**src/part_cfg_pkg.sv**
```systemverilog
package part_cfg_pkg;
  localparam int unsigned ADDR_TYPES      = 8;
  localparam int unsigned ADDR_MAX_BYTES  = 8;
  localparam logic [3:0]  ADDR_LEN_W      = 4'h4;
  localparam logic [7:0]  PERM_TYPE_BASE  = 8'h00;
  localparam logic [7:0]  INUSE_TYPE_BASE = 8'hf0;
  localparam logic [7:0]  SHARE_MAX       = 8'h64;
  localparam logic [7:0]  DEV_ARI         = 8'hff;
  localparam logic [7:0]  DEV_UNASSIGNED  = 8'hfe;
  localparam logic [7:0]  DEV_LEGACY_MAX  = 8'h1f;
  localparam logic [7:0]  FUNC_LEGACY_MAX = 8'h07;
  localparam logic [1:0]  LINK_DOWN       = 2'h0;
  localparam logic [1:0]  LINK_FORCED_UP  = 2'h1;
  localparam logic [1:0]  LINK_FOLLOW     = 2'h2;
  localparam logic [1:0]  LINK_RESERVED   = 2'h3;
  localparam int unsigned FLAG_DRV        = 0;
  localparam int unsigned FLAG_DRV_REP    = 1;
  localparam int unsigned FLAG_LINK_LO    = 2;
  localparam int unsigned FLAG_LINK_HI    = 3;
  localparam int unsigned FLAG_LINK_REP   = 4;
  localparam int unsigned FLAG_BOOT       = 5;
  localparam int unsigned FLAG_BOOTABLE   = 6;
  // Byte length of the fixed payload, counted from the flags word
  localparam logic [5:0]  FIXED_BYTES     = 6'h18;
  typedef enum logic [2:0] {
    ST_IDLE  = 3'b000,
    ST_FIXED = 3'b001,
    ST_TYPE  = 3'b010,
    ST_LEN   = 3'b011,
    ST_ADDR  = 3'b100
  } frame_state_e;
endpackage : part_cfg_pkg

```
**src/addr_store.sv**
```systemverilog
`timescale 1ns/10ps
`default_nettype none
// Byte store for one bank of addresses; read data registered
module addr_store (
  input  wire logic       sys_clk_in,
  input  wire logic       clk_en_in,
  input  wire logic       wr_en_in,
  input  wire logic [5:0] wr_idx_in,
  input  wire logic [7:0] wr_data_in,
  input  wire logic [5:0] rd_idx_in,
  output var  logic [7:0] rd_data_out
);
  logic [7:0] mem [0:63];
  always_ff @(posedge sys_clk_in) begin
    if (clk_en_in) begin
      if (wr_en_in) begin
        mem[wr_idx_in] <= wr_data_in;
      end
      rd_data_out <= mem[rd_idx_in];
    end
  end
endmodule : addr_store
`default_nettype wire

```
**src/part_cfg_framer.sv**
```systemverilog
// Operation
// RL1 - On an error-free query, stream the per-partition response payload
// RL2 - Flag bit 0 shows host driver presence; code forces it zero unless drv_report_sup_in is set
// RL3 - Flag bit 1 set when driver presence reporting is supported
// RL4 - Flag bits 3:2 give link state: down, forced up, follows channel
// RL5 - Flag bit 4 set when link state reporting is supported
// RL6 - Flag bit 5 shows partition configured for boot
// RL7 - Flag bit 6 shows partition supports boot and reporting
// RL8 - Maximum transmit share byte, percent of port speed, 0 to 100
// RL9 - Committed transmit share, 0 to 100; port total must be 100
// RL10 - Report device, vendor, subsystem and subsystem vendor identifiers
// RL11 - Endpoint field names the controller endpoint of the partition
// RL12 - Bus field carries the assigned primary bus number
// RL13 - Device field all ones in ARI mode, else assigned device number
// RL14 - Device FE marks unassigned routing; bus, device, function ignored
// RL15 - Device 00 to 1f keeps function within 00 to 07
// RL16 - Address count equals number of address entries that follow
// RL17 - Permanent entries typed 01 to 08 always all reported
// RL18 - In-use addresses reported with types F1 to F8
// RL19 - Type low nibble 1 to 8 names the address kind in order
// RL20 - Entry type in low byte, length in next byte
// RL21 - Entry carries exactly as many address bytes as its length
// RL22 - Flag bits 7 to 31 are driven zero
// RL23 - Never report link encoding 11; zero when unsupported
`timescale 1ns/10ps
`default_nettype none
module part_cfg_framer (
  input  wire logic        sys_clk_in,
  input  wire logic        reset_in,
  input  wire logic        clk_en_in,
  input  wire logic        query_in,
  input  wire logic        query_err_in,
  input  wire logic        out_ready_in,
  input  wire logic        host_drv_present_in,
  input  wire logic        drv_report_sup_in,
  input  wire logic [1:0]  link_state_in,
  input  wire logic        link_report_sup_in,
  input  wire logic        boot_cfg_in,
  input  wire logic        bootable_in,
  input  wire logic [7:0]  max_transmit_share_in,
  input  wire logic [7:0]  committed_transmit_share_in,
  input  wire logic [15:0] function_device_identifier_in,
  input  wire logic [15:0] function_vendor_identifier_in,
  input  wire logic [15:0] subsystem_identifier_in,
  input  wire logic [15:0] subsystem_vendor_identifier_in,
  input  wire logic [7:0]  endpoint_in,
  input  wire logic [7:0]  bus_num_in,
  input  wire logic [7:0]  dev_num_in,
  input  wire logic [7:0]  func_num_in,
  input  wire logic        ari_mode_in,
  input  wire logic        routing_assigned_in,
  input  wire logic [7:0]  inuse_valid_in,
  input  wire logic [3:0]  addr_len_in,
  input  wire logic        addr_wr_in,
  input  wire logic        addr_wr_inuse_in,
  input  wire logic [5:0]  addr_wr_idx_in,
  input  wire logic [7:0]  addr_wr_data_in,
  output logic             busy_out,
  output logic             out_valid_out,
  output logic [7:0]       out_data_out,
  output logic             out_last_out
);
  localparam logic [3:0] ONE4 = 4'h1;
  localparam logic [5:0] ONE6 = 6'h01;
  part_cfg_pkg::frame_state_e st_reg, st_next;
  logic [5:0]  cnt_reg, cnt_next;
  logic [3:0]  ent_reg, ent_next;
  logic [3:0]  byt_reg, byt_next;
  logic [7:0]  data_reg, data_next;
  logic        last_reg, last_next;
  logic        valid_reg, valid_next;
  logic [7:0]  inuse_snap_reg;
  wire  logic        step      = !valid_reg || out_ready_in;
  wire  logic        start     = (st_reg == part_cfg_pkg::ST_IDLE) && query_in && !query_err_in; // see RL1
  wire  logic [1:0]  link_rep  = (link_report_sup_in && link_state_in != part_cfg_pkg::LINK_RESERVED) ?
                                 link_state_in : part_cfg_pkg::LINK_DOWN; // see RL4 see RL23
  wire  logic [31:0] flags     = {25'h0000000, bootable_in, boot_cfg_in, link_report_sup_in, link_rep,
                                  drv_report_sup_in, drv_report_sup_in & host_drv_present_in}; // see RL2
  // Bit order above follows FLAG_DRV through FLAG_BOOTABLE, upper bits zero; see RL3 see RL5 see RL6 see RL7 see RL22
  wire  logic [7:0]  max_sh    = (max_transmit_share_in > part_cfg_pkg::SHARE_MAX) ?
                                 part_cfg_pkg::SHARE_MAX : max_transmit_share_in; // see RL8
  // Summing to 100 across partitions is the configuring party's job; only clamp here
  wire  logic [7:0]  min_sh    = (committed_transmit_share_in > part_cfg_pkg::SHARE_MAX) ?
                                 part_cfg_pkg::SHARE_MAX : committed_transmit_share_in; // see RL9
  wire  logic [7:0]  dev_rep   = !routing_assigned_in ? part_cfg_pkg::DEV_UNASSIGNED :
                                 ari_mode_in ? part_cfg_pkg::DEV_ARI : dev_num_in; // see RL13 see RL14
  wire  logic        legacy    = dev_rep <= part_cfg_pkg::DEV_LEGACY_MAX;
  wire  logic [7:0]  func_rep  = (legacy && func_num_in > part_cfg_pkg::FUNC_LEGACY_MAX) ?
                                 (func_num_in & part_cfg_pkg::FUNC_LEGACY_MAX) : func_num_in; // see RL15
  // Counted from the snapshot so the count matches the entries sent even if the input moves
  wire  logic [3:0]  n_inuse   = 4'(inuse_snap_reg[0]) + 4'(inuse_snap_reg[1]) + 4'(inuse_snap_reg[2]) +
                                 4'(inuse_snap_reg[3]) + 4'(inuse_snap_reg[4]) + 4'(inuse_snap_reg[5]) +
                                 4'(inuse_snap_reg[6]) + 4'(inuse_snap_reg[7]);
  wire  logic [7:0]  addr_cnt  = 8'(part_cfg_pkg::ADDR_TYPES) + {4'h0, n_inuse}; // see RL16
  // Fixed payload in wire order, byte 0 first (flags low byte first)
  wire  logic [191:0] fixed    = {flags[7:0], flags[15:8], flags[23:16], flags[31:24],
                                  8'h00, 8'h00, min_sh, max_sh,
                                  function_vendor_identifier_in[7:0], function_vendor_identifier_in[15:8],
                                  function_device_identifier_in[7:0], function_device_identifier_in[15:8],
                                  subsystem_vendor_identifier_in[7:0], subsystem_vendor_identifier_in[15:8],
                                  subsystem_identifier_in[7:0], subsystem_identifier_in[15:8],
                                  func_rep, dev_rep, bus_num_in, endpoint_in,
                                  addr_cnt, 8'h00, 8'h00, 8'h00}; // see RL10 see RL11 see RL12
  wire  logic [7:0]  fixed_byte = fixed[8'(191 - 8 * int'(cnt_reg)) -: 8];
  // Second pass covers the in-use bank; entries of absent in-use addresses are skipped
  wire  logic        pass2     = ent_reg[3];
  wire  logic [2:0]  ent_idx   = ent_reg[2:0];
  wire  logic        ent_live  = !pass2 || inuse_snap_reg[ent_idx];
  wire  logic [7:0]  ent_type  = (pass2 ? part_cfg_pkg::INUSE_TYPE_BASE : part_cfg_pkg::PERM_TYPE_BASE) +
                                 {5'h00, ent_idx} + 8'h01; // see RL17 see RL18 see RL19
  wire  logic [3:0]  len_eff   = (addr_len_in > 4'(part_cfg_pkg::ADDR_MAX_BYTES)) ?
                                 4'(part_cfg_pkg::ADDR_MAX_BYTES) : addr_len_in;
  wire  logic [5:0]  rd_idx    = {ent_idx, byt_next[2:0]};
  wire  logic [7:0]  perm_q, inuse_q;
  wire  logic [7:0]  addr_byte = pass2 ? inuse_q : perm_q;
  wire  logic        last_ent  = (ent_reg == 4'hf);

  addr_store u_perm (
    .sys_clk_in  (sys_clk_in),
    .clk_en_in   (clk_en_in),
    .wr_en_in    (addr_wr_in && !addr_wr_inuse_in),
    .wr_idx_in   (addr_wr_idx_in),
    .wr_data_in  (addr_wr_data_in),
    .rd_idx_in   (rd_idx),
    .rd_data_out (perm_q)
  );
  addr_store u_inuse (
    .sys_clk_in  (sys_clk_in),
    .clk_en_in   (clk_en_in),
    .wr_en_in    (addr_wr_in && addr_wr_inuse_in),
    .wr_idx_in   (addr_wr_idx_in),
    .wr_data_in  (addr_wr_data_in),
    .rd_idx_in   (rd_idx),
    .rd_data_out (inuse_q)
  );

  // Store read is registered, so it is addressed with the next byte index
  always_comb begin
    st_next    = st_reg;
    cnt_next   = cnt_reg;
    ent_next   = ent_reg;
    byt_next   = byt_reg;
    data_next  = data_reg;
    last_next  = last_reg && valid_reg && !out_ready_in;
    valid_next = valid_reg && !out_ready_in;
    if (step) begin
      unique case (st_reg)
        part_cfg_pkg::ST_IDLE: begin
          if (start) begin
            st_next  = part_cfg_pkg::ST_FIXED;
            cnt_next = 6'h00;
          end
        end
        part_cfg_pkg::ST_FIXED: begin
          data_next  = fixed_byte;
          valid_next = 1'b1;
          cnt_next   = cnt_reg + ONE6;
          if (cnt_reg == part_cfg_pkg::FIXED_BYTES - ONE6) begin
            st_next  = part_cfg_pkg::ST_TYPE;
            ent_next = 4'h0;
          end
        end
        part_cfg_pkg::ST_TYPE: begin
          if (ent_live) begin
            data_next  = ent_type; // see RL20
            valid_next = 1'b1;
            byt_next   = 4'h0;
            st_next    = part_cfg_pkg::ST_LEN;
          end else if (last_ent) begin
            st_next = part_cfg_pkg::ST_IDLE;
          end else begin
            ent_next = ent_reg + ONE4;
          end
        end
        part_cfg_pkg::ST_LEN: begin
          data_next  = {4'h0, len_eff}; // see RL20
          valid_next = 1'b1;
          last_next  = last_ent && (len_eff == 4'h0); // see RL21
          st_next    = part_cfg_pkg::ST_ADDR;
        end
        part_cfg_pkg::ST_ADDR: begin
          if (byt_reg == len_eff) begin
            if (last_ent) begin
              st_next = part_cfg_pkg::ST_IDLE;
            end else begin
              ent_next = ent_reg + ONE4;
              st_next  = part_cfg_pkg::ST_TYPE;
            end
          end else begin
            data_next  = addr_byte; // see RL21
            valid_next = 1'b1;
            byt_next   = byt_reg + ONE4;
            last_next  = last_ent && (byt_reg + ONE4 == len_eff); // see RL21
          end
        end
        default: st_next = part_cfg_pkg::ST_IDLE;
      endcase
    end
  end

  always_ff @(posedge sys_clk_in or posedge reset_in) begin
    if (reset_in) begin
      st_reg         <= part_cfg_pkg::ST_IDLE;
      cnt_reg        <= 6'h00;
      ent_reg        <= 4'h0;
      byt_reg        <= 4'h0;
      data_reg       <= 8'h00;
      last_reg       <= 1'b0;
      valid_reg      <= 1'b0;
      inuse_snap_reg <= 8'h00;
    end else if (clk_en_in) begin
      st_reg    <= st_next;
      cnt_reg   <= cnt_next;
      ent_reg   <= ent_next;
      byt_reg   <= byt_next;
      data_reg  <= data_next;
      last_reg  <= last_next;
      valid_reg <= valid_next;
      if (start) begin
        inuse_snap_reg <= inuse_valid_in;
      end
    end
  end

  assign busy_out      = st_reg != part_cfg_pkg::ST_IDLE;
  assign out_valid_out = valid_reg;
  assign out_data_out  = data_reg;
  assign out_last_out  = valid_reg && last_reg;

  AST_LINK_NOT_RES: assert property (@(posedge sys_clk_in) disable iff (reset_in) // see RL23
    !link_report_sup_in |-> flags[3:2] == 2'h0)
    else $error("Link bits set without support");
  AST_LINK_ENC: assert property (@(posedge sys_clk_in) disable iff (reset_in) // see RL4
    flags[3:2] != part_cfg_pkg::LINK_RESERVED)
    else $error("Reserved link encoding reported");
  AST_DRV_GATED: assert property (@(posedge sys_clk_in) disable iff (reset_in) // see RL2
    flags[0] |-> flags[1])
    else $error("Driver bit without reporting support");
  AST_DRV_REP: assert property (@(posedge sys_clk_in) disable iff (reset_in) // see RL3
    flags[1] == drv_report_sup_in)
    else $error("Driver reporting bit wrong");
  AST_LINK_REP: assert property (@(posedge sys_clk_in) disable iff (reset_in) // see RL5
    flags[4] == link_report_sup_in)
    else $error("Link reporting bit wrong");
  AST_BOOT_BIT: assert property (@(posedge sys_clk_in) disable iff (reset_in) // see RL6
    flags[5] == boot_cfg_in)
    else $error("Boot configured bit wrong");
  AST_BOOTABLE_BIT: assert property (@(posedge sys_clk_in) disable iff (reset_in) // see RL7
    flags[6] == bootable_in)
    else $error("Bootable bit wrong");
  AST_RSV_ZERO: assert property (@(posedge sys_clk_in) disable iff (reset_in) // see RL22
    flags[31:7] == 25'h0)
    else $error("Reserved flag bits nonzero");
  AST_SHARE_MAX: assert property (@(posedge sys_clk_in) disable iff (reset_in) // see RL8
    max_sh <= 8'h64 && min_sh <= 8'h64)
    else $error("Share above 100");
  AST_MAX_PASS: assert property (@(posedge sys_clk_in) disable iff (reset_in) // see RL8
    max_transmit_share_in <= part_cfg_pkg::SHARE_MAX |-> max_sh == max_transmit_share_in)
    else $error("Maximum share altered");
  AST_MIN_PASS: assert property (@(posedge sys_clk_in) disable iff (reset_in) // see RL9
    committed_transmit_share_in <= part_cfg_pkg::SHARE_MAX |-> min_sh == committed_transmit_share_in)
    else $error("Committed share altered");
  AST_ARI_DEV: assert property (@(posedge sys_clk_in) disable iff (reset_in) // see RL13
    (ari_mode_in && routing_assigned_in) |-> dev_rep == 8'hff)
    else $error("ARI device not all ones");
  AST_DEV_PASS: assert property (@(posedge sys_clk_in) disable iff (reset_in) // see RL13
    (routing_assigned_in && !ari_mode_in) |-> dev_rep == dev_num_in)
    else $error("Device number altered");
  AST_UNASSIGNED: assert property (@(posedge sys_clk_in) disable iff (reset_in) // see RL14
    !routing_assigned_in |-> dev_rep == part_cfg_pkg::DEV_UNASSIGNED)
    else $error("Unassigned routing not marked");
  AST_FUNC_RANGE: assert property (@(posedge sys_clk_in) disable iff (reset_in) // see RL15
    dev_rep <= 8'h1f |-> func_rep <= 8'h07)
    else $error("Function out of range");
  AST_FUNC_PASS: assert property (@(posedge sys_clk_in) disable iff (reset_in) // see RL15
    dev_rep > part_cfg_pkg::DEV_LEGACY_MAX |-> func_rep == func_num_in)
    else $error("Function number altered");
  AST_START_OUT: assert property (@(posedge sys_clk_in) disable iff (reset_in) // see RL1
    (clk_en_in && start) ##1 (clk_en_in && !valid_reg) |=> out_valid_out && out_data_out == $past(fixed_byte))
    else $error("Response did not start");
  AST_STAND: assert property (@(posedge sys_clk_in) disable iff (reset_in) // see RL1
    (out_valid_out && !out_ready_in) |=> out_valid_out && $stable(out_data_out))
    else $error("Byte dropped before taken");
  AST_ERR_REFUSED: assert property (@(posedge sys_clk_in) disable iff (reset_in) // see RL1
    (!busy_out && query_err_in) |=> !busy_out)
    else $error("Errored query started a response");
  AST_LEN_FOLLOWS: assert property (@(posedge sys_clk_in) disable iff (reset_in) // see RL20
    (clk_en_in && step && st_reg == part_cfg_pkg::ST_LEN) |=> out_data_out[7:4] == 4'h0 && out_valid_out)
    else $error("Length byte malformed");
  AST_TYPE_PERM: assert property (@(posedge sys_clk_in) disable iff (reset_in) // see RL17
    (clk_en_in && step && st_reg == part_cfg_pkg::ST_TYPE && ent_live && !pass2) |=>
    out_valid_out && out_data_out >= 8'h01 && out_data_out <= 8'h08)
    else $error("Permanent entry type out of range");
  AST_TYPE_INUSE: assert property (@(posedge sys_clk_in) disable iff (reset_in) // see RL18
    (clk_en_in && step && st_reg == part_cfg_pkg::ST_TYPE && ent_live && pass2) |=>
    out_valid_out && out_data_out >= 8'hf1 && out_data_out <= 8'hf8)
    else $error("In-use entry type out of range");
  AST_ADDR_LEN: assert property (@(posedge sys_clk_in) disable iff (reset_in) // see RL21
    st_reg == part_cfg_pkg::ST_ADDR |-> byt_reg <= len_eff)
    else $error("Address bytes beyond length");
  AST_LAST_END: assert property (@(posedge sys_clk_in) disable iff (reset_in) // see RL21
    out_last_out |-> st_reg == part_cfg_pkg::ST_ADDR && last_ent && byt_reg == len_eff)
    else $error("Last marker before final byte");
  AST_COUNT: assert property (@(posedge sys_clk_in) disable iff (reset_in) // see RL16
    addr_cnt >= 8'h08 && addr_cnt <= 8'h10)
    else $error("Address count out of range");
  AST_CNT_MATCH: assert property (@(posedge sys_clk_in) disable iff (reset_in) // see RL16
    busy_out |-> addr_cnt == 8'(part_cfg_pkg::ADDR_TYPES + $countones(inuse_snap_reg)))
    else $error("Address count differs from entries");
endmodule : part_cfg_framer
`default_nettype wire

```
**config.mk**
```make
export PLATFORM = sky130hd
export DESIGN_NAME = part_cfg_framer
export DESIGN_NICKNAME = d
export VERILOG_FILES = /design/src/part_cfg_pkg.sv /design/src/addr_store.sv /design/src/part_cfg_framer.sv
export SDC_FILE = /design/constraint.sdc
export NUM_CORES = 1
export LEC_CHECK = 0
export BUFFER_PORTS_ARGS = -buffer_cell sky130_fd_sc_hd__buf_2
export CAP_MARGIN = 20
export CORE_UTILIZATION = 30
export DETAILED_ROUTE_END_ITERATION = 10
export GPL_ROUTABILITY_DRIVEN = 0
export PLACE_DENSITY_LB_ADDON = 0.05
export REMOVE_ABC_BUFFERS = 1
export SLEW_MARGIN = 30
export SYNTH_ARGS = -nofsm -noshare
export SYNTH_HDL_FRONTEND = slang
export SYNTH_SLANG_ARGS = --single-unit
```
**constraint.sdc**
```tcl
create_clock -name sys_clk_in -period 6.1 [get_ports sys_clk_in]
set_input_delay 0 -clock sys_clk_in [delete_from_list [all_inputs] [get_ports sys_clk_in]]
set_output_delay 0 -clock sys_clk_in [all_outputs]
set_load 0.01 [all_outputs]
```
After elaboration in Yosys (flattened, before gate mapping)
Memories as Yosys holds them, arrays and structs flattened. A register that Yosys moved wholly into a read port is not among the register bits.
Cells that the tools add are included.
{"block": "totals", "ff_bits": 35, "inputBits": 155, "output_inout_bits": 11, "ram_bits": 1024, "mem_count": 2}
{"memory": "u_inuse.mem", "words": 64, "word_bits": 8, "rd": 1, "rd_ports_with_merged_regs": 1, "write_ports": 1, "line_no": "addr_store.sv:13", "rtl": "logic [7:0] mem [0:63];"}
{"memory": "u_perm.mem", "words": 64, "word_bits": 8, "rd": 1, "rd_ports_with_merged_regs": 1, "write_ports": 1, "line_no": "addr_store.sv:13"}
{"block": "op_classes", "n_bitwise": 1, "eq_ne": 16, "n_mux": 45, "n_lt_le_gt_ge": 6, "n_shift": 1, "reduce_logical": 32, "addsub": 14}
{"cell": "$shiftx A199 B8 Y8", "n": 1}
{"cell": "$mux W8", "n": 9}
{"cell": "$pmux W8 S4", "n": 1}
{"cell": "$mux W4", "n": 7}
{"cell": "$mux W3", "n": 6}
{"cell": "$add A4 B1 Y4", "n": 4}
{"cell": "$gt A8 B7 Y1 const B", "n": 2}
{"cell": "$pmux W3 S5", "n": 1}
{"cell": "$ne A2 B2 Y1 const B", "n": 7}
{"cell": "$mux W1", "n": 12}
{"cell": "$pmux W4 S3", "n": 1}
{"cell": "$pmux W6 S2", "n": 1}
{"cell": "$reduce_and A6 Y1", "n": 2}
{"cell": "$logic_and A1 B1 Y1", "n": 11}
{"cell": "$reduce_and A5 Y1", "n": 2}
{"cell": "$add A4 B1 Y4 const B", "n": 2}
{"cell": "$add A8 B1 Y8 const B", "n": 1}
{"cell": "$add A8 B3 Y8", "n": 1}
{"cell": "$eq A4 B4 Y1", "n": 2}
{"cell": "$gt A8 B3 Y1 const B", "n": 1}
{"cell": "$le A8 B5 Y1 const B", "n": 1}
{"cell": "$pmux W4 S2", "n": 1}
{"cell": "$sub A8 B8 Y8 const A", "n": 1}
{"cell": "$add A6 B1 Y6 const B", "n": 1}
{"cell": "other kinds (28)", "n": 37}

Depth between registers and ports, before layout
Gate-level depths: netlist of the first run.
{"block": "depth", "word_depth": 10, "mapped_depth": 15}

Cells and area by module
From an unflattened synthesis of the first run, not the netlist that was laid out.
{"block": "hier_totals", "cells_unflattened": 2172, "area_unflattened_um2": 43733.2}
{"module": "addr_store", "area_each_um2": 20160.6, "seq_area_each_um2": 15615.0, "cells_each": 906, "n_inst": 2}
{"module": "part_cfg_framer", "area_each_um2": 3412.0, "seq_area_each_um2": 875.8, "cells_each": 360, "n_inst": 1}

Worst setup path before layout of the first run
Ideal clock, no wire load.
{"block": "synth_timing", "kind": "register -> register", "from": "reg inuse_snap_reg[0]", "to": "reg data_reg[2] (netlist: out_data_out[2])", "period_less_slack_ps": 3576, "setup_time_ps": 137, "path_buffers": 0, "arrival_time_ps": 3439, "stages_incl_launch_ff": 15, "path_slack_ps": 2524, "path_cell_list": "dfrtp_1 fa_1 inv_1 fa_1 fa_1 inv_1 ha_1 fa_1 ha_1 inv_1 o21ai_0 a21oi_1 a21oi_1 a221oi_1 a21oi_1"}
{"block": "synth_via", "elab_chain_cells": 10}
{"element": "start: declaration", "line_no": "part_cfg_framer.sv:72", "rtl": "logic [7:0] inuse_snap_reg;"}
{"element": "start signal: assignment", "line_no": "part_cfg_framer.sv:220", "rtl": "inuse_snap_reg <= inuse_valid_in;"}
{"element": "$add A1 B1 Y2", "line_no": "part_cfg_framer.sv:91", "rtl": "wire logic [3:0] n_inuse = 4'(inuse_snap_reg[0]) + 4'(inuse_snap_reg[1]) + 4'(inuse_snap_reg[2]) +"}
{"element": "$add A2 B1 Y3", "line_no": "part_cfg_framer.sv:91"}
{"element": "$add A3 B1 Y4", "line_no": "part_cfg_framer.sv:91"}
{"element": "$add A4 B1 Y4 (3 in series)", "line_no": "part_cfg_framer.sv:92", "rtl": "4'(inuse_snap_reg[3]) + 4'(inuse_snap_reg[4]) + 4'(inuse_snap_reg[5]) +"}
{"element": "$add A4 B1 Y4", "line_no": "part_cfg_framer.sv:93", "rtl": "4'(inuse_snap_reg[6]) + 4'(inuse_snap_reg[7]);"}
{"element": "$add A4 B4 Y5", "line_no": "part_cfg_framer.sv:94", "rtl": "wire logic [7:0] addr_cnt = 8'(part_cfg_pkg::ADDR_TYPES) + {4'h0, n_inuse};"}
{"element": "$shiftx A199 B8 Y8", "line_no": "part_cfg_framer.sv:104", "rtl": "wire logic [7:0] fixed_byte = fixed[8'(191 - 8 * int'(cnt_reg)) -: 8];"}
{"element": "$pmux W8 S4", "line_no": "part_cfg_framer.sv:147", "rtl": "unique case (st_reg)"}
{"element": "end signal: assignment", "line_no": "part_cfg_framer.sv:216", "rtl": "data_reg <= data_next;"}
{"element": "end: declaration", "line_no": "part_cfg_framer.sv:69", "rtl": "logic [7:0] data_reg, data_next;"}
Parallel ways exist; a longest one is shown, timed or not. The select of a mux whose other input is x is not followed.
A chain may end at the register's enable or synchronous reset.

Worst setup path in the final report of the first run
{"block": "layout_timing", "from": "reg ent_reg[3]", "to": "reg u_perm.rd_data_out[2] (read register of u_perm.mem), data pin"}
{"block": "layout_via", "elab_chain_cells": 5}
{"element": "start: declaration", "line_no": "part_cfg_framer.sv:67", "rtl": "logic [3:0] ent_reg, ent_next;"}
{"element": "start signal: assignment", "line_no": "part_cfg_framer.sv:214", "rtl": "ent_reg <= ent_next;"}
{"element": "$logic_not A1 Y1", "line_no": "part_cfg_framer.sv:108", "rtl": "wire logic ent_live = !pass2 || inuse_snap_reg[ent_idx];"}
{"element": "$logic_or A1 B1 Y1", "line_no": "part_cfg_framer.sv:108"}
{"element": "$mux W4", "line_no": "part_cfg_framer.sv:164", "rtl": "if (ent_live) begin"}
{"element": "$pmux W4 S2", "line_no": "part_cfg_framer.sv:147"}
{"element": "$mux W3", "line_no": "part_cfg_framer.sv:146", "rtl": "if (step) begin"}
{"element": "end: declaration", "line_no": "addr_store.sv:11", "rtl": "output var logic [7:0] rd_data_out"}
Every way passes these cells. The select of a mux whose other input is x is not followed.

==> results of run 1 <==
[what timing repair did]
| action | 4_1_cts | 5_1_grt |
|---|---|---|
| hold endpoints to repair | 561 | 0 |
| hold buffers | 45 | 0 |
| setup endpoints to repair | 0 | 0 |
[cells by family after synthesis]
group | count (synthesis) | synth area share, %
muxes | 111 | 2.991
adders and majority gates | 12 | 0.4076
buffers and inverters | 249 | 2.694
AOI/OAI and AO/OA | 347 | 5.397
and+or+nand+nor | 1622 | 15.75
DFF | 1075 | 72.62
xor gates and xnor gates | 7 | 0.1387
[metrics by stage]
step                hold WS [ps]  setup TNS (ps)  setup WS (ps)
global route               56.57               0           1319
global placement           144.6               0           1476
floorplan                  98.87         -466860         -29830
detailed placement         139.5               0           1415
finish                     28.20               0           1555
CTS                       0.8826               0           1402
[routing by layer]
metal / track usage (%) / part of all wire (%) / wire length, microns / up-vias
met5: 0 / 0.024 / 33 / -
met4: 4.706 / 1.8 / 2585 / 6
met3: 3.231 / 4.2 / 5881 / 167
met2: 31.60 / 49 / 67960 / 685
met1: 24.98 / 45 / 63580 / 14310
li1: - / - / - / 13040
[path summary, 6_finish.rpt]
kind | from | end | slack, ps | cells past startpoint
worst max register to register | ent_reg[3] | u_perm.rd_data_out[2] | 1560 | 10
worst min-delay path | subsystem_identifier_in[14] | out_data_out[6] | 30 | 6
worst max-delay path | ent_reg[3] | u_perm.rd_data_out[2] | 1560 | 10
min in group asynchronous | reset_in | inuse_snap_reg[1] | 480 | 5
worst min register to register | out_data_out[0] | out_data_out[0] | 520 | 2
max in group asynchronous | reset_in | ent_reg[0] | 5240 | 5
[worst reg2reg max path, stage by stage, from the launching register on]
cell and delay (ps):
dfrtp_1 710, o221ai_1 390, nor3_1 760, o32a_2 770, buf_12 290, buf_4 280, nand2_1 80, a32oi_1 360
nand3_1 240, nand3_1 230, and4_1 290
[cell usage in the layout, fill, tap and decap left out, types with 9 or more instances in the layout]
cell / synthesis / layout
and4_1: 16 / 16
nand3_1: 385 / 385
buf_4: 14 / 76
a21oi_1: 63 / 63
nor2_1: 167 / 167
dlygate4sd3_1: 0 / 45
nand2_1: 938 / 938
buf_2: 139 / 134
mux4_2: 16 / 16
clkbuf_1: 67 / 34
a31oi_1: 118 / 118
clkbuf_16: 0 / 137
clkinv_2: 0 / 12
buf_12: 0 / 17
nand4_1: 65 / 65
mux2_2: 9 / 9
dfrtp_1: 35 / 33
edfxtp_1: 1040 / 1040
inv_1: 20 / 19
nor3_1: 9 / 9
o21ai_0: 34 / 34
clkinv_1: 0 / 27
mux2i_1: 86 / 86
a32oi_1: 66 / 66
[power breakdown]
| group | internal, mW | switching [mW] | total, mW |
|---|---|---|---|
| sequential | 8.30 | 0.245 | 8.55 |
| clock | 4.35 | 3.01 | 7.36 |
| combinational | 1.92 | 3.89 | 5.81 |
| total | 14.6 | 7.14 | 21.7 |
[final cells by class]
class	instances	area, sq um
diodes	3	7.507
well taps	1917	2399
fillers	14140	94240
multi-input cells	2099	10990
inverters	20	75.07
clock buffers	171	3556
repair buffers	275	2066
clock inverters	56	478.0
flip-flops and latches	1075	32110
==> results.toml, run 1 <==
[route]
drc = 0
ant_nets = 0
drt_iter0_drc = 1978
via_per_inst = 5.023
wl_per_cell_microns = 24.94
vias = 28210
routed_wl_microns = 140000
drt-pass1-iter-count = 7

[layout]
final_nets = 3769
fin_cells = 5616
post-route-util_pct = 35.42
drive_gt1_share_pct = 11.88
design_area_sq_um = 51680
area_growth_pct = 16.90
top_regs = "u_inuse.mem x512, u_perm.mem x512"

[hold_path]
min_path_type = "input port to flop"

[synthesis]
synth_cells = 3423
synth.avg_cell_area_sq_um = 12.92
syn_area_sq_um = 44210
post_synth_num_cell_types = 63
netlist_top_cells_area = "edfxtp_1, nand2_1, nand3_1"
synth_top_area_cell = "edfxtp_1"
yosys_warnings = 0
seq_area_frac_synth_pct = 72.62
synthArstFlopShare_pct = 3.256
yosysMostFrequentCell = "edfxtp_1"
synth_top_area_share_pct = 70.64
synth_seq_cells = 1075
synth_top_flop_cell = "edfxtp_1"
yosys-top-cells-count = "edfxtp_1, nand2_1, nand3_1"
synth-edff-count = 1040

[setup_path]
cp_top_family = "simple AND/OR/NAND/NOR gates"
cp-end-kind = "flop"
path_cells = "o221ai_1 -> nor3_1 -> o32a_2 -> buf_12 -> buf_4 -> nand2_1 -> a32oi_1 -> nand3_1 -> nand3_1 -> and4_1"
crit_fanout = 16
crit_buf_inv = 2
worstSetupPathType = "flop to flop"
crit_required_ps = 6690
path_common_cell = "nand3_1"
start_kind = "flop"
arrival_ps = 5140
cpMaxStageDelayCell = "o32a_2"
max_stage_delay_ps = 770

[floorplanning]
start_util_pct = 30.30
num_rows = 140
die_h_microns = 385.9
dieArea_sq_um = 148900
io-pin-count = 166
core_area_sq_um = 145900
fp.dieW_microns = 385.9

[sta]
fmax_mhz = 220.0
period_share_pct = 74.50
grt_setup_unrepaired = "false"
hold_viol_final = 0
skew_ps = 22.80
setup_violations = 0
tightest_slew_ps = 961.2
fin_crit_ps = 4545
slew_viol_final = 0
relSlewSlack_pct = 35.69

[clocking]
htreeDepth = 4
cts_root_buf = "clkbuf_16"
cts_setup_buffers = 0
cts_resized = 0
cts_buffers = 131
cts_sinks = 1075
clkTransAtPathRegs_ps = 50
clock_tree.buffer_depth = 3
cts_tree = "yes"
clock_latency_ps = 760

[placement]
dp_cells = 5339
io_buffers = 142
place_area_sq_um = 47140
dpl.hpwl_microns = 86240

[power]
ir_drop_v = 0.0002418
p_leak_nw = 17.19
p_total_mw = 21.72
powerDensity_nw_per_um2 = 420.3

[global_route]
first_global_vias = 28180
grt_use_total_pct = 18.78
grt_antenna_before_repair = 10
grt_max_degree = 105
grt.overflow.total = 0
grt_pass1_wl_microns = 200900

[job]
cap_violations = 0

[outcome]
outcome = "complete, no violations"
Power figures use the tool's default switching activity.
==> run 2: changes to the inputs <==
clock period = 4.6 ns   (was 6.1 ns; I/O delays follow)
==> run 2 against run 1 <==
- global-route usage rose by 0.43 points
- setup slack got worse by 1200 ps
- clock power rose by 30%
- largest cell class unchanged
- cell area barely moved
- clock skew rose by 2.4 ps
- critical path depth rose by 3
- maximum frequency rose by 6.9%
- wire length rose by 2.3%
- first-iteration DRC count fell by 2.6%
- sequential share of layout area barely moved
- sequential power rose by 32%
- worst hold slack got worse by 1.4 ps
==> results.toml, run 2 (synthesized netlist as in run 1, its figures left out) <==
[outcome]
outcome = "complete, no violations"

[global_route]
grt_antenna_before_repair = 7
grt_use_total_pct = 19.21
grt_pass1_wl_microns = 206200
grt_max_degree = 129
first_global_vias = 28720
grt.overflow.total = 0

[layout]
fill_cells = 14170
area_growth_pct = 16.88
post-route-util_pct = 35.41
drive_gt1_share_pct = 11.82
multiInputGateArea_sq_um = 11000
final_nets = 3777
design_area_sq_um = 51670
final_common_cell = "edfxtp_1"
fin_cells = 5628
ff_latch_area_sq_um = 32110
layout_common_cells = "edfxtp_1, nand2_1, nand3_1"
top_regs = "u_inuse.mem x512, u_perm.mem x512"

[sta]
relSlewSlack_pct = 33.43
fmax_mhz = 235.1
finalSetupTns_ps = 0
period_share_pct = 92.45
hold_viol_final = 0
skew_ps = 25.20
grt_setup_unrepaired = "false"
slew_viol_final = 0
hold_slack_ps = 26.80
tightest_slew_ps = 998.5
setup_violations = 0
fin_crit_ps = 4253

[floorplanning]
die_h_microns = 385.9
start_util_pct = 30.30
fp.dieW_microns = 385.9
core_area_sq_um = 145900
dieArea_sq_um = 148900
num_rows = 140
io-pin-count = 166

[power]
powerDensity_nw_per_um2 = 552.6
ir_drop_v = 0.0003713
p_leak_nw = 17.17

[setup_path]
cp_top_family = "adder cells"
worstSetupPathType = "flop to flop"
cpMaxStageDelayCell = "dlygate4sd3_1"
crit_buf_inv = 3
arrival_ps = 4870
path_cells = "fa_1 -> inv_1 -> fa_1 -> fa_1 -> inv_1 -> ha_1 -> mux2_2 -> a221o_1 -> a21oi_1 -> a21oi_1 -> a221oi_1 -> dlygate4sd3_1 -> a21oi_1"
cp-end-kind = "flop"
cp-startpoint = "inuse_snap_reg[0]"
r2r_start = "inuse_snap_reg[0]"
start_kind = "flop"
crit_fanout = 3
max_stage_delay_ps = 580
crit_required_ps = 5220

[hold_path]
min_path_type = "input port to flop"
min_from = "subsystem_identifier_in[7]"

[route]
wl_per_cell_microns = 25.45
drt_iter0_drc = 1926
vias = 28460
via_per_inst = 5.057
ant_nets = 0
routed_wl_microns = 143200
drc = 0
drt-pass1-iter-count = 6

[clocking]
clock_tree.buffer_depth = 3
cts_sinks = 1075
cts_buffers = 130
clkTransAtPathRegs_ps = 60
cts_setup_buffers = 0
cts_root_buf = "clkbuf_16"
htreeDepth = 4
clock_latency_ps = 750
cts_tree = "yes"

[job]
cap_violations = 0

[placement]
place_area_sq_um = 47230
dpl.hpwl_microns = 87680
dp_cells = 5342
io_buffers = 142
run 2: worst paths after layout:
path | to | slack (ps) | cells after the start
max | out_data_out[0] | 350 | 13
min | out_data_out[7] | 30 | 6
max reg2reg | out_data_out[0] | 350 | 13
min reg2reg | out_data_out[6] | 520 | 2
max in group asynchronous | cnt_reg[0] | 3720 | 5
min in group asynchronous | inuse_snap_reg[1] | 480 | 5
run 2: cell type report:
class | count | area share (%)
Inverter | 20 | 0.1453
Tap cell | 1917 | 4.642
Clock buffer | 169 | 6.661
Clock inverter | 60 | 0.8620
Antenna cell | 4 | 0.01937
Multi-Input combinational cell | 2099 | 21.29
Sequential cell | 1075 | 62.14
Timing Repair Buffer | 284 | 4.249
run 2: routing by layer:
metal	wire length, microns	global-route usage [%]	vias to the layer above
li1	-	-	13050
met1	63510	25.45	14500
met2	69770	32.24	717
met3	6907	3.328	196
met4	2994	5.212	4
met5	27	0	-
run 2: metrics by stage:
stage               power [mW]  setup slack [ps]
finish                   28.55             347.2
detailed placement       19.23             470.9
global route             29.99             144.5
CTS                      28.96             332.1
floorplan                15.63            -31330
global placement         19.23             562.3
run 2: power breakdown:
group          switching (mW)  internal, mW
clock network            4.05          5.49
logic                    5.12          2.54
registers               0.330          11.0
total                    9.51          19.0
run 2: repair_timing:
| action | 4_1_cts | 5_1_grt |
|---|---|---|
| hold endpoints to repair | 553 | 0 |
| resized for setup | 0 | 0 |
| hold buffers | 53 | 0 |
run 2: worst reg2reg max path, cell delays in order, from the launching register on:
cell and delay [ps]:
dfrtp_1 410, fa_1 560, inv_1 60, fa_1 460
fa_1 500, inv_1 50, ha_1 260, mux2_2 290
a221o_1 350, a21oi_1 140, a21oi_1 90, a221oi_1 320
dlygate4sd3_1 580, a21oi_1 60
